<file path="config.mk">
export PLATFORM = sky130hd
export DESIGN_NAME = cpu_stop_clock_throttle_ctrl
export DESIGN_NICKNAME = d
export VERILOG_FILES = /design/src/core/stop_clock_pkg.sv /design/src/core/cpu_stop_clock_throttle_ctrl.sv
export VERILOG_INCLUDE_DIRS = /design/src /design/src/core
export SDC_FILE = /design/constraint.sdc
export NUM_CORES = 1
export LEC_CHECK = 0
export ABC_AREA = 1
export BUFFER_PORTS_ARGS = -buffer_cell sky130_fd_sc_hd__clkbuf_2
export CAP_MARGIN = 10
export CORE_UTILIZATION = 35
export DETAILED_ROUTE_END_ITERATION = 7
export SYNTH_ARGS = -nofsm -noshare
export SYNTH_HDL_FRONTEND = slang
export SYNTH_SLANG_ARGS = --single-unit
</file>
<file path="constraint.sdc">
create_clock -name clk_sys_i -period 8.44 [get_ports clk_sys_i]
set_clock_uncertainty 0.1 [all_clocks]
set_input_delay 1.688 -clock clk_sys_i [delete_from_list [all_inputs] [get_ports clk_sys_i]]
set_output_delay 1.688 -clock clk_sys_i [all_outputs]
set_load 0.05 [all_outputs]
</file>
<file path="src/core/stop_clock_defs.svh">
// Constants of the stop-clock throttle controller: field positions, encodings, times.
// Included by the controller; holds definitions only.
`ifndef STOP_CLOCK_DEFS_SVH
`define STOP_CLOCK_DEFS_SVH

// Ratio control words: [3:0] ratio code, [4] enable in the conserve and doze/sleep words
`define RATIO_CODE_MSB   3
`define RATIO_CODE_LSB   0
`define RATIO_EN_BIT     4
`define RATIO_CODE_MAX   4'h9
// Weight of a ratio in 5 % units; 100 % means no throttling
`define WEIGHT_FULL      5'h14

// Doze/sleep control: [10:8] release latency, [7:5] sleep option
`define SLEEP_OPT_MSB    7
`define SLEEP_OPT_LSB    5
`define LATENCY_MSB      10
`define LATENCY_LSB      8
`define OPT_NO_THROTTLE  3'h0
`define OPT_THROTTLE     3'h1
`define OPT_GRANT_HOLD   3'h2
`define OPT_CLOCK_HOLD   3'h3
`define OPT_DEEP_SLEEP   3'h4

// Throttle period = PERIOD_BASE bus periods shifted left by the period code
`define PERIOD_W         19
`define PERIOD_BASE      19'h00320
`define PERIOD_CODE_MAX  4'h9
`define RUN_PER_WEIGHT   19'h00028

// Overheat polarity field
`define OVERHEAT_POL_HIGH 2'h1
`define OVERHEAT_POL_LOW  2'h2

// Clock rate and times
`define CLK_MHZ          100
`define LAT_US_0         1
`define LAT_US_1         10
`define LAT_US_2         50
`define LAT_US_3         100
`define LAT_US_4         200
`define LAT_US_5         500
`define LAT_US_6         1000
`define LAT_US_7         2000
`define DEEP_WAKE_MS     20
`define IDLE_TICK_US     1000
`define WAIT_W           22

// Wake source codes
`define WAKE_NONE        3'h0
`define WAKE_SWITCH      3'h1
`define WAKE_RING        3'h2
`define WAKE_PIN0        3'h3
`define WAKE_PIN1        3'h4
`define WAKE_CLEAR       3'h7

`endif

</file>
<file path="src/core/stop_clock_pkg.sv">
// Types shared by the stop-clock throttle controller and its bench.
// Plain package, no dependencies.
package stop_clock_pkg;

  typedef enum logic [1:0] {
    MODE_ON,
    MODE_DOZE,
    MODE_SLEEP,
    MODE_SUSPEND
  } pm_mode_e;

  typedef enum logic [3:0] {
    ST_RUN,
    ST_GRANT_HOLD,
    ST_CLK_WAIT,
    ST_CLK_STOPPED,
    ST_DEEP_WAIT,
    ST_DEEP_GATED,
    ST_DEEP_POWER,
    ST_LATENCY,
    ST_SUSPEND
  } hold_state_e;

endpackage

</file>
<file path="src/core/cpu_stop_clock_throttle_ctrl.sv">
// Processor stop-clock request generator with throttling, sleep holds, deep sleep
// and suspend-to-memory wake handling. Assumes all inputs are synchronous to
// clk_sys_i and that mode timers and secondary-activity timers live outside.
//
// Behaviour
// - Throttle by toggling the stop-clock request, never touching processor clock rate.
// - Keep separate conserve, overheat and doze/sleep throttle ratios.
// - Period code picks 800 to 409600 bus periods; code 4 gives 12800.
// - Ratio is 5 % or 10..90 %, the share with request deasserted.
// - Overheat polarity is programmable; active overheat applies the overheat ratio.
// - When several ratios apply, the smallest run share wins.
// - Entering doze without overheat switches to the doze/sleep ratio.
// - Doze and sleep share one ratio; sleep may pick holds or deep sleep.
// - Sleep option 000 means no throttling in sleep.
// - Sleep option 001 throttles in sleep with the doze/sleep ratio.
// - Option 010 holds request asserted, clock running, until primary activity.
// - Option 011 holds request asserted, clock stopped, until primary activity.
// - After clock restart, wait the selected release latency before release.
// - Option 100 enters deep sleep.
// - In deep sleep any unmasked interrupt, serial line too, wakes the system.
// - Secondary activity never ends deep sleep.
// - Secondary activity overrides holds and overheat and doze/sleep throttling.
// - Without conserve, secondary activity releases at once; clock hold adds latency.
// - With conserve, secondary activity throttles at the conserve ratio.
// - Suspend only on software command; idle timer flags sleep time-out.
// - In suspend keep DRAM refreshed; wake on switch, ring, wake pin toggles.
// - Wake source field is read, then cleared by writing 111.
// - Entering suspend resets the listed register groups, keeping DRAM control.
// - Deep sleep: assert request, await stop grant, stop clock, gate input clock.
// - Deep wake: power on clocks, wait 20 ms, ungate, restart, latency, release.
// - Primary activity from doze returns to on, which means conserve if enabled.
// - Secondary activity in sleep revives the system until it ends.
`timescale 1ns/100ps
`include "stop_clock_defs.svh"

module cpu_stop_clock_throttle_ctrl #(
  parameter int unsigned DEEP_WAKE_CYCLES   = `DEEP_WAKE_MS * 1000 * `CLK_MHZ,
  parameter int unsigned LAT_CYCLES_PER_US  = `CLK_MHZ,
  parameter int unsigned IDLE_TICK_CYCLES   = `IDLE_TICK_US * `CLK_MHZ
) (
  input  wire logic                     clk_sys_i,
  input  wire logic                     rst_i,
  input  wire logic [3:0]               throttle_period_ctrl_i,
  input  wire logic [4:0]               conserve_ratio_ctrl_i,
  input  wire logic [4:0]               overheat_ratio_ctrl_i,
  input  wire logic [10:0]              doze_sleep_ratio_ctrl_i,
  input  wire logic [1:0]               overheat_polarity_i,
  input  wire logic                     overheat_input_i,
  input  wire stop_clock_pkg::pm_mode_e mode_req_i,
  input  wire logic                     mode_req_valid_i,
  input  wire logic                     suspend_cmd_i,
  input  wire logic [7:0]               suspend_idle_timer_i,
  input  wire logic                     primary_activity_i,
  input  wire logic                     irq_request_i,
  input  wire logic                     serial_irq_line_i,
  input  wire logic                     secondary_activity_i,
  input  wire logic                     stop_grant_i,
  input  wire logic                     switch_input_i,
  input  wire logic                     ring_input_i,
  input  wire logic                     wake_pin_zero_i,
  input  wire logic                     wake_pin_one_i,
  input  wire logic                     wake_src_wr_i,
  input  wire logic [2:0]               wake_src_wdata_i,
  output logic                          cpu_stop_clock_request_n_o,
  output logic                          processor_clock_run_o,
  output logic                          input_clock_pass_o,
  output logic                          power_ctrl_o,
  output stop_clock_pkg::pm_mode_e      pm_mode_o,
  output logic [2:0]                    wake_src_o,
  output logic                          suspend_timeout_o,
  output logic                          dram_refresh_keep_o,
  output logic                          suspend_reg_reset_o
);

  stop_clock_pkg::pm_mode_e    mode_r;
  stop_clock_pkg::pm_mode_e    mode_nxt;
  stop_clock_pkg::hold_state_e state_r;
  stop_clock_pkg::hold_state_e state_nxt;
  logic [`WAIT_W-1:0]          wait_cnt_r;
  logic [`WAIT_W-1:0]          wait_cnt_nxt;
  logic [`PERIOD_W-1:0]        cnt_r;
  logic [`PERIOD_W-1:0]        period_r;
  logic [`PERIOD_W-1:0]        run_r;
  logic [`PERIOD_W-1:0]        period_nxt;
  logic [`PERIOD_W-1:0]        run_nxt;
  logic                        thr_en_r;
  logic                        serial_prev_r;
  logic                        switch_prev_r;
  logic                        ring_prev_r;
  logic                        wake_pin_zero_prev_r;
  logic                        wake_pin_one_prev_r;
  logic [31:0]                 tick_cnt_r;
  logic [7:0]                  idle_cnt_r;
  logic                        primary_act;
  logic                        in_sleep;
  logic [2:0]                  sleep_opt;
  logic                        overheat_active;
  logic                        con_app;
  logic                        heat_app;
  logic                        ds_app;
  logic                        throttle_any;
  logic [4:0]                  weight_min;
  logic                        period_end;
  logic                        throttle_req;
  logic [2:0]                  wake_set;
  logic [`WAIT_W-1:0]          latency_cycles;

  // Weight of a ratio code in 5 % steps; codes above the top step clamp to 90 %
  function automatic logic [4:0] ratio_weight(input logic [3:0] code);
    logic [3:0] c;
    c = (code > `RATIO_CODE_MAX) ? `RATIO_CODE_MAX : code;
    ratio_weight = (c == 4'h0) ? 5'h01 : {c, 1'b0};
  endfunction

  function automatic logic [`WAIT_W-1:0] lat_cycles(input logic [2:0] code);
    int unsigned us;
    case (code)
      3'h0:    us = `LAT_US_0;
      3'h1:    us = `LAT_US_1;
      3'h2:    us = `LAT_US_2;
      3'h3:    us = `LAT_US_3;
      3'h4:    us = `LAT_US_4;
      3'h5:    us = `LAT_US_5;
      3'h6:    us = `LAT_US_6;
      default: us = `LAT_US_7;
    endcase
    lat_cycles = `WAIT_W'(us * LAT_CYCLES_PER_US);
  endfunction

  // Interrupts, including a change on the serial interrupt line, count as primary
  assign primary_act = primary_activity_i | irq_request_i |
                       (serial_irq_line_i ^ serial_prev_r);
  assign in_sleep    = (mode_r == stop_clock_pkg::MODE_SLEEP);
  assign sleep_opt   = doze_sleep_ratio_ctrl_i[`SLEEP_OPT_MSB:`SLEEP_OPT_LSB];
  assign latency_cycles = lat_cycles(doze_sleep_ratio_ctrl_i[`LATENCY_MSB:`LATENCY_LSB]);

  always_comb begin
    case (overheat_polarity_i)
      `OVERHEAT_POL_HIGH: overheat_active = overheat_input_i;
      `OVERHEAT_POL_LOW:  overheat_active = ~overheat_input_i;
      default:            overheat_active = 1'b0;
    endcase
  end

  // Which ratios apply now; secondary activity leaves only the conserve ratio
  always_comb begin
    con_app  = conserve_ratio_ctrl_i[`RATIO_EN_BIT] &&
               (mode_r != stop_clock_pkg::MODE_SUSPEND);
    heat_app = overheat_active && !secondary_activity_i &&
               (mode_r != stop_clock_pkg::MODE_SUSPEND);
    ds_app   = doze_sleep_ratio_ctrl_i[`RATIO_EN_BIT] && !secondary_activity_i &&
               ((mode_r == stop_clock_pkg::MODE_DOZE) ||
                (in_sleep && sleep_opt == `OPT_THROTTLE));
    throttle_any = con_app | heat_app | ds_app;
    weight_min = `WEIGHT_FULL;
    if (con_app && ratio_weight(conserve_ratio_ctrl_i[3:0]) < weight_min) begin
      weight_min = ratio_weight(conserve_ratio_ctrl_i[3:0]);
    end
    if (heat_app && ratio_weight(overheat_ratio_ctrl_i[3:0]) < weight_min) begin
      weight_min = ratio_weight(overheat_ratio_ctrl_i[3:0]);
    end
    if (ds_app && ratio_weight(doze_sleep_ratio_ctrl_i[3:0]) < weight_min) begin
      weight_min = ratio_weight(doze_sleep_ratio_ctrl_i[3:0]);
    end
  end

  // Exact: 5 % of 800 periods is 40, and the period doubles per code step
  always_comb begin
    logic [3:0] pcode;
    pcode = (throttle_period_ctrl_i > `PERIOD_CODE_MAX) ? `PERIOD_CODE_MAX
                                                        : throttle_period_ctrl_i;
    period_nxt = `PERIOD_BASE << pcode;
    run_nxt    = (`PERIOD_W'(weight_min) * `RUN_PER_WEIGHT) << pcode;
  end

  assign period_end = (cnt_r >= period_r - `PERIOD_W'(1));

  // Period and ratio are sampled only at a boundary so no period is cut short
  always_ff @(posedge clk_sys_i or posedge rst_i) begin
    if (rst_i) begin
      cnt_r    <= '0;
      period_r <= `PERIOD_BASE;
      run_r    <= `PERIOD_BASE;
      thr_en_r <= 1'b0;
    end else if (period_end) begin
      cnt_r    <= '0;
      period_r <= period_nxt;
      run_r    <= run_nxt;
      thr_en_r <= throttle_any;
    end else begin
      cnt_r <= cnt_r + `PERIOD_W'(1);
    end
  end

  // Release is immediate once nothing applies; processor clock is never touched here
  assign throttle_req = thr_en_r && throttle_any && (cnt_r >= run_r);

  // Mode tracking
  always_comb begin
    mode_nxt = mode_r;
    if (mode_r == stop_clock_pkg::MODE_SUSPEND) begin
      if (wake_set != `WAKE_NONE) begin
        mode_nxt = stop_clock_pkg::MODE_ON;
      end
    end else if (suspend_cmd_i) begin
      mode_nxt = stop_clock_pkg::MODE_SUSPEND;
    end else if (primary_act) begin
      mode_nxt = stop_clock_pkg::MODE_ON;
    end else if (mode_req_valid_i && mode_req_i != stop_clock_pkg::MODE_SUSPEND) begin
      mode_nxt = mode_req_i;
    end
  end

  always_ff @(posedge clk_sys_i or posedge rst_i) begin
    if (rst_i) begin
      mode_r              <= stop_clock_pkg::MODE_ON;
      suspend_reg_reset_o <= 1'b0;
      dram_refresh_keep_o <= 1'b0;
    end else begin
      mode_r              <= mode_nxt;
      suspend_reg_reset_o <= (mode_nxt == stop_clock_pkg::MODE_SUSPEND) &&
                             (mode_r != stop_clock_pkg::MODE_SUSPEND);
      dram_refresh_keep_o <= (mode_nxt == stop_clock_pkg::MODE_SUSPEND);
    end
  end

  // Hold sequencer for the sleep options, deep sleep and suspend
  always_comb begin
    state_nxt    = state_r;
    wait_cnt_nxt = wait_cnt_r;
    case (state_r)
      stop_clock_pkg::ST_RUN: begin
        if (mode_r == stop_clock_pkg::MODE_SUSPEND) begin
          state_nxt = stop_clock_pkg::ST_SUSPEND;
        end else if (in_sleep && !secondary_activity_i && !primary_act) begin
          case (sleep_opt)
            `OPT_GRANT_HOLD: state_nxt = stop_clock_pkg::ST_GRANT_HOLD;
            `OPT_CLOCK_HOLD: state_nxt = stop_clock_pkg::ST_CLK_WAIT;
            `OPT_DEEP_SLEEP: state_nxt = stop_clock_pkg::ST_DEEP_WAIT;
            default:         state_nxt = stop_clock_pkg::ST_RUN;
          endcase
        end
      end
      stop_clock_pkg::ST_GRANT_HOLD: begin
        if (!in_sleep || secondary_activity_i) begin
          state_nxt = stop_clock_pkg::ST_RUN;
        end
      end
      stop_clock_pkg::ST_CLK_WAIT: begin
        if (!in_sleep || secondary_activity_i) begin
          state_nxt = stop_clock_pkg::ST_RUN;
        end else if (stop_grant_i) begin
          state_nxt = stop_clock_pkg::ST_CLK_STOPPED;
        end
      end
      stop_clock_pkg::ST_CLK_STOPPED: begin
        if (!in_sleep || secondary_activity_i) begin
          state_nxt    = stop_clock_pkg::ST_LATENCY;
          wait_cnt_nxt = latency_cycles;
        end
      end
      stop_clock_pkg::ST_DEEP_WAIT: begin
        // Secondary activity is ignored from here on to keep the power saving
        if (!in_sleep) begin
          state_nxt = stop_clock_pkg::ST_RUN;
        end else if (stop_grant_i) begin
          state_nxt = stop_clock_pkg::ST_DEEP_GATED;
        end
      end
      stop_clock_pkg::ST_DEEP_GATED: begin
        if (!in_sleep) begin
          state_nxt    = stop_clock_pkg::ST_DEEP_POWER;
          wait_cnt_nxt = `WAIT_W'(DEEP_WAKE_CYCLES);
        end
      end
      stop_clock_pkg::ST_DEEP_POWER: begin
        if (wait_cnt_r <= `WAIT_W'(1)) begin
          state_nxt    = stop_clock_pkg::ST_LATENCY;
          wait_cnt_nxt = latency_cycles;
        end else begin
          wait_cnt_nxt = wait_cnt_r - `WAIT_W'(1);
        end
      end
      stop_clock_pkg::ST_LATENCY: begin
        if (wait_cnt_r <= `WAIT_W'(1)) begin
          state_nxt = stop_clock_pkg::ST_RUN;
        end else begin
          wait_cnt_nxt = wait_cnt_r - `WAIT_W'(1);
        end
      end
      stop_clock_pkg::ST_SUSPEND: begin
        if (mode_r != stop_clock_pkg::MODE_SUSPEND) begin
          state_nxt    = stop_clock_pkg::ST_LATENCY;
          wait_cnt_nxt = latency_cycles;
        end
      end
      default: begin
        state_nxt = stop_clock_pkg::ST_RUN;
      end
    endcase
  end

  always_ff @(posedge clk_sys_i or posedge rst_i) begin
    if (rst_i) begin
      state_r    <= stop_clock_pkg::ST_RUN;
      wait_cnt_r <= '0;
    end else begin
      state_r    <= state_nxt;
      wait_cnt_r <= wait_cnt_nxt;
    end
  end

  // Outputs follow the next state so they line up with state_r
  always_ff @(posedge clk_sys_i or posedge rst_i) begin
    if (rst_i) begin
      cpu_stop_clock_request_n_o <= 1'b1;
      processor_clock_run_o      <= 1'b1;
      input_clock_pass_o         <= 1'b1;
      power_ctrl_o               <= 1'b1;
    end else begin
      cpu_stop_clock_request_n_o <= !((state_nxt != stop_clock_pkg::ST_RUN) ||
                                      throttle_req);
      processor_clock_run_o      <= !((state_nxt == stop_clock_pkg::ST_CLK_STOPPED) ||
                                      (state_nxt == stop_clock_pkg::ST_DEEP_GATED) ||
                                      (state_nxt == stop_clock_pkg::ST_DEEP_POWER) ||
                                      (state_nxt == stop_clock_pkg::ST_SUSPEND));
      input_clock_pass_o         <= !((state_nxt == stop_clock_pkg::ST_DEEP_GATED) ||
                                      (state_nxt == stop_clock_pkg::ST_DEEP_POWER));
      power_ctrl_o               <= (state_nxt != stop_clock_pkg::ST_DEEP_GATED);
    end
  end

  // Input history for toggle detection
  always_ff @(posedge clk_sys_i or posedge rst_i) begin
    if (rst_i) begin
      serial_prev_r <= 1'b0;
      switch_prev_r <= 1'b0;
      ring_prev_r   <= 1'b0;
      wake_pin_zero_prev_r  <= 1'b0;
      wake_pin_one_prev_r  <= 1'b0;
    end else begin
      serial_prev_r <= serial_irq_line_i;
      switch_prev_r <= switch_input_i;
      ring_prev_r   <= ring_input_i;
      wake_pin_zero_prev_r  <= wake_pin_zero_i;
      wake_pin_one_prev_r  <= wake_pin_one_i;
    end
  end

  // Toggles only wake from suspend; first pin in this order names the source
  always_comb begin
    wake_set = `WAKE_NONE;
    if (mode_r == stop_clock_pkg::MODE_SUSPEND) begin
      if (switch_input_i ^ switch_prev_r) begin
        wake_set = `WAKE_SWITCH;
      end else if (ring_input_i ^ ring_prev_r) begin
        wake_set = `WAKE_RING;
      end else if (wake_pin_zero_i ^ wake_pin_zero_prev_r) begin
        wake_set = `WAKE_PIN0;
      end else if (wake_pin_one_i ^ wake_pin_one_prev_r) begin
        wake_set = `WAKE_PIN1;
      end
    end
  end

  // A wake in the same cycle as the clear write is kept
  always_ff @(posedge clk_sys_i or posedge rst_i) begin
    if (rst_i) begin
      wake_src_o <= `WAKE_NONE;
    end else if (wake_set != `WAKE_NONE) begin
      wake_src_o <= wake_set;
    end else if (wake_src_wr_i && wake_src_wdata_i == `WAKE_CLEAR) begin
      wake_src_o <= `WAKE_NONE;
    end
  end

  // Sleep idle time in ticks; flags the time-out, suspend itself waits for software
  always_ff @(posedge clk_sys_i or posedge rst_i) begin
    if (rst_i) begin
      tick_cnt_r        <= '0;
      idle_cnt_r        <= '0;
      suspend_timeout_o <= 1'b0;
    end else if (!in_sleep || primary_act) begin
      tick_cnt_r        <= '0;
      idle_cnt_r        <= '0;
      suspend_timeout_o <= 1'b0;
    end else if (tick_cnt_r >= IDLE_TICK_CYCLES - 1) begin
      tick_cnt_r        <= '0;
      suspend_timeout_o <= (suspend_idle_timer_i != 8'h00) &&
                           (idle_cnt_r + 8'h01 == suspend_idle_timer_i);
      if (idle_cnt_r != 8'hFF) begin
        idle_cnt_r <= idle_cnt_r + 8'h01;
      end
    end else begin
      tick_cnt_r        <= tick_cnt_r + 32'h1;
      suspend_timeout_o <= 1'b0;
    end
  end

  always_ff @(posedge clk_sys_i or posedge rst_i) begin
    if (rst_i) begin
      pm_mode_o <= stop_clock_pkg::MODE_ON;
    end else begin
      pm_mode_o <= mode_nxt;
    end
  end

endmodule

</file>
== After elaboration in Yosys (flattened, before gate mapping) ==
Cells that the tools add are included.
Operators by class
  shifts and indexed selects: 2
  reductions and logical operators: 45
  magnitude comparators: 11
  equal/unequal tests: 38
  bitwise logic cells: 10
  multiplexer cells: 52
  add/sub/neg operators: 5
  multipliers: 2
Operators by type and width (number)
  $mux W22: 5
  $pmux W22 S5: 1
  $pmux W11 S7: 1
  $mux W32: 2
  $mux W4: 16
  $ge A19 B19 Y1: 2
  $pmux W4 S9: 1
  $add A32 B1 Y32 const B: 1
  $ge A32 B17 Y1 const B: 1
  $mul A32 B5 Y20 const B: 1
  $mux W5: 6
  $eq A4 B3 Y1 const B: 6
  $mux W8: 3
  $le A22 B1 Y1 const B: 1
  $sub A22 B1 Y22 const B: 1
  $mux W3: 7
  $add A19 B1 Y19 const B: 1
  $mux W19: 1
  $shl A10 B4 Y19 const A: 1
  $shl A11 B4 Y19: 1
  $sub A19 B1 Y19 const B: 1
  $logic_and A1 B1 Y1: 17
  $gt A4 B4 Y1 const B: 4
  $logic_not A4 Y1: 4
  other kinds (33): 80
Word-level totals
  register bits after elaboration: 141
  output and inout bits: 12
  bits of input ports: 55
  logic and storage cells: 187

== Logic depth before layout (Yosys ltp) ==
  depth after elaboration: 15
  mapped depth: 36

== Worst setup path after synthesis ==
Ideal clock, no wire load.
  path kind: input port to flip-flop
  from: in overheat_ratio_ctrl_i[2]
  to: reg run_r[12]
  library setup time: 77 ps
  arrival time: 5717 ps
  path buffers: 0
  setup slack: 2545 ps
  stages: 28
  cell sequence: o21a_1 -> or2_2 -> ha_1 -> nand2_1 -> nor2_1 -> nand2_4 -> nand2_4 -> nor2_1 -> a21oi_1 -> inv_1 -> ha_1 -> nand2_1 -> o21ai_0 -> nor2_4 -> nand2_8 -> inv_6 -> o21ai_0 -> ha_1 -> ha_1 -> inv_1 -> fa_1 -> o21ai_0 -> inv_1 -> nand2_1 -> o21ai_1 -> o21ai_0 -> nor2_1 -> a21oi_1
Between the ends
  cells in the longest elaborated chain, start to end: 12
RTL lines
  start: declaration: RTL line cpu_stop_clock_throttle_ctrl.sv:45  | input wire logic [4:0] overheat_ratio_ctrl_i,
  $gt A4 B4 Y1 (no line)
  $mux W4 *: RTL line cpu_stop_clock_throttle_ctrl.sv:111  | c = (code > `RATIO_CODE_MAX) ? `RATIO_CODE_MAX : code;
  $logic_not A4 Y1: RTL line cpu_stop_clock_throttle_ctrl.sv:112  | ratio_weight = (c == 4'h0) ? 5'h01 : {c, 1'b0};
  $mux W5 *: RTL line cpu_stop_clock_throttle_ctrl.sv:112
  $lt A5 B5 Y1: RTL line cpu_stop_clock_throttle_ctrl.sv:159  | if (heat_app && ratio_weight(overheat_ratio_ctrl_i[3:0]) < weight_min) begin
  $logic_and A1 B1 Y1: RTL line cpu_stop_clock_throttle_ctrl.sv:159
  $mux W5 *: RTL line cpu_stop_clock_throttle_ctrl.sv:159
  $lt A5 B5 Y1: RTL line cpu_stop_clock_throttle_ctrl.sv:162  | if (ds_app && ratio_weight(doze_sleep_ratio_ctrl_i[3:0]) < weight_min) begin
  $logic_and A1 B1 Y1: RTL line cpu_stop_clock_throttle_ctrl.sv:162
  $mux W5 *: RTL line cpu_stop_clock_throttle_ctrl.sv:162
  $mul A5 B3 Y8 (no line) *
  $shl A11 B4 Y19 *: RTL line cpu_stop_clock_throttle_ctrl.sv:173  | run_nxt = (`PERIOD_W'(weight_min) * `RUN_PER_WEIGHT) << pcode;
  end signal: assignment: RTL line cpu_stop_clock_throttle_ctrl.sv:183  | run_r <= `PERIOD_BASE;
  end signal: assignment: RTL line cpu_stop_clock_throttle_ctrl.sv:188  | run_r <= run_nxt;
  end: declaration: RTL line cpu_stop_clock_throttle_ctrl.sv:83  | logic [`PERIOD_W-1:0] run_r;
Every way passes the cells marked *; elsewhere a longest branch is shown, timed or not.
A chain may end at the register's enable or synchronous reset.

== Final worst setup path ==
  from: in overheat_ratio_ctrl_i[2]
  to: reg run_r[8]
The elaborated chain is that of the path after synthesis.

==> metrics.txt <==
Synth area leader dfrtp_1; Clock Path Buffers 2; total CTS buffers 17; Worst-path clk slew 60 ps; wire per inst 12.8 um; register area share after synthesis 34.6%; layer with the highest usage met2; Hold WC Path Type reg -> reg; Ports 67; Die Footprint 0.0282 mm^2; Pre-Repair DR Iteration Count 5; switching part of the total power 34.6%; Hold Vio Cnt, Final 0; slowest cell on the critical path fa_1; core area 0.0270 mm^2; clk root buf clkbuf_16; H-tree depth 4; overall power 1880 uW; Avg Synthesized Cell Area 7.79 um^2; clock insertion delay at the later pin of the skew report 420 ps; final hold slack 313 ps; final setup violation count 0; worst endpoint required time 8700 ps; Post-synth top flop dfrtp_1; critical path fanouts, max 6; Final #Nets 1,463; met2 GRT Util 26.2%; status finished, final reports clean; Worst-Margin Slew 966 ps; share of the synthesized area in the top cell type 31.9%; max-slew violations 0; first-pass GRT wire length 36,800 um; Setup crit start kind primary input; Antenna diodes 0; RSZ-0062 raised after global routing false; accumulated negative setup slack 0 ps; worst path arrival time 6400 ps; part of the cycle the worst path needs 72.8%; Mapped Cells 1,239; Post-CTS Repair Setup Buffers 0; CTS tree yes; worst vdd ir 0.000130 V; CTS sink count 133; vias in the first global route 7,821; Die Y 168 um; met1 Use GR 21.4%; met3 usage 2.70%; placer congestion estimate 0.892; DRC 0; Pleak 0.00562 uW; Critical path buffers and inverters 5; Fillers 2,783; Mapped Area 0.00965 mm^2; CP endpoint kind flop; CTS Hold Bufs 0; drt total wl 21,500 um; Buffers on Ports 65; count leader, synth nand2_1; CP peak stage delay 400 ps; post-DP HPWL 16,800 um; total congestion overflow 0; critical path class in -> reg; antenna violations before repair 0; initial core utilization 35.7%; Setup WS pre-CTS 1870 ps; via-per-instance ratio 4.82; post-detailed-route count of antenna-violating nets 0; library cells used by synthesis 70; P per Cell Area 171 mW/mm^2; FMAX 0.163 GHz; utilization after layout 40.6%; Yosys reg bits 133; Area Overhead vs Synth 13.6%; largest net degree at the start of global routing 86; combinational share of power 25.0%; Max transition margin 35.6%; initial DRC count 620; fraction of registers with async set or reset after synthesis 100%; cell internal pwr 1230 uW; sequential share of power 36.1%; Switch Pwr 648 uW; via count 8,090; Max Cap Viol 0; layout cells sized above 1 14.8%; Final WS setup 2300 ps; post-CTS sizing 0; crit path time final 6140 ps; Yosys Warn Count 0; top cell family by delay on the critical path compound AO/OA/AOI/OAI gates; die width 168 um; power share of the clock group 39.0%; Synth top cells by count nand2_1 (221), inv_1 (180), nor2_1 (127), dfrtp_1 (123), ha_1 (78); largest cells by area after synthesis dfrtp_1 (32%), ha_1 (10%), nand2_1 (8.6%), inv_1 (7.0%), nor2_1 (4.9%); FP Rows 60; Total GRT Usage 16.0%; EDFF count, synth 0
-- through the flow --
stage / std cells / cell area [um^2]
finish: 1678 / 11000
global route: 1678 / 11000
CTS: 1678 / 11000
detailed placement: 1646 / 10400
global placement: 1646 / 10400
floorplan: 1254 / 9700
-- area by class of cell --
class	count	area [um^2]	area share, %
sequential	133	3340	30.5
inverter	195	742	6.77
clock inverter	14	141	1.29
multi-input combinational	908	5510	50.3
tap	341	427	3.89
clock buffer	18	439	4.01
timing repair buffer	69	355	3.24
-- path summary, 6_finish.rpt --
kind                                           from                          to  slack [ps]  depth (start not counted)
setup / recovery           overheat_ratio_ctrl_i[2]                    run_r[8]        2300                         31
hold / removal                             thr_en_r  cpu_stop_clock_request_n_o         310                          1
setup reg to reg                       pm_mode_o[0]                    run_r[8]        3060                         32
hold reg to reg                            thr_en_r  cpu_stop_clock_request_n_o         310                          1
max in group asynchronous                     rst_i                  state_r[2]        5790                          3
min in group asynchronous                     rst_i               tick_cnt_r[6]        1320                          2
-- worst reg2reg max path, delay by kind of cell, from the launching register on --
kind                       cells  cell delay (ps)
xor gates and xnor gates       1              200
AOI/OAI and AO/OA              8             1570
and+or+nand+nor               14             1280
DFF                            1              480
adders and majority gates      5             1390
buffers and inverters          4              280
-- routing by layer --
metal	wire [um]	share of wire (%)	up-vias
li1	-	-	4240
met1	10700	50	3683
met3	744	3.5	26
met5	0	0	-
met4	393	1.8	0
met2	9670	45	141
-- registers in the layout, summed over array words and instances, names as in the netlist, 2 cells and up --
| signal | count |
|---|---|
| state_r | 4 |
| pm_mode_o | 2 |
| wake_src_o | 3 |
| tick_cnt_r | 32 |
| cnt_r | 19 |
| idle_cnt_r | 8 |
| run_r | 16 |
| wait_cnt_r | 22 |
| period_r | 14 |
-- kinds of logic after synthesis --
| kind of cell | after synthesis | share of synthesized area, % |
|---|---|---|
| AO/OA/AOI/OAI | 193 | 11.9 |
| XOR/XNOR | 58 | 5.27 |
| adder cells (fa/ha/maj) | 84 | 11.4 |
| buffers and inverters | 213 | 8.81 |
| flip-flops | 133 | 34.6 |
| other | 2 | 0.0778 |
| AND/OR/NAND/NOR | 556 | 27.9 |
-- power groups by stage --
stage	sequential [uW]	clock [uW]	combinational [uW]
global route	680	780	525
finish	677	731	468
detailed placement	688	0	468
floorplan	731	0	302
global placement	688	0	461
CTS	677	752	471
-- placed cells by master (no fill, tap or decap), drive strengths merged, types with 10 or more instances in the layout --
master | synthesis | layout
xnor2 | 11 | 11
nor4 | 10 | 10
nand4 | 13 | 13
a21oi | 60 | 60
dfrtp | 123 | 123
ha | 78 | 78
conb | 2 | 17
nor3 | 38 | 38
o22ai | 17 | 17
o21ai | 68 | 68
inv | 190 | 196
nand2 | 245 | 245
nand3 | 77 | 77
dfstp | 10 | 10
xor2 | 47 | 47
clkbuf | 7 | 83
nor2 | 149 | 149
(Power assumes the default switching activity.)
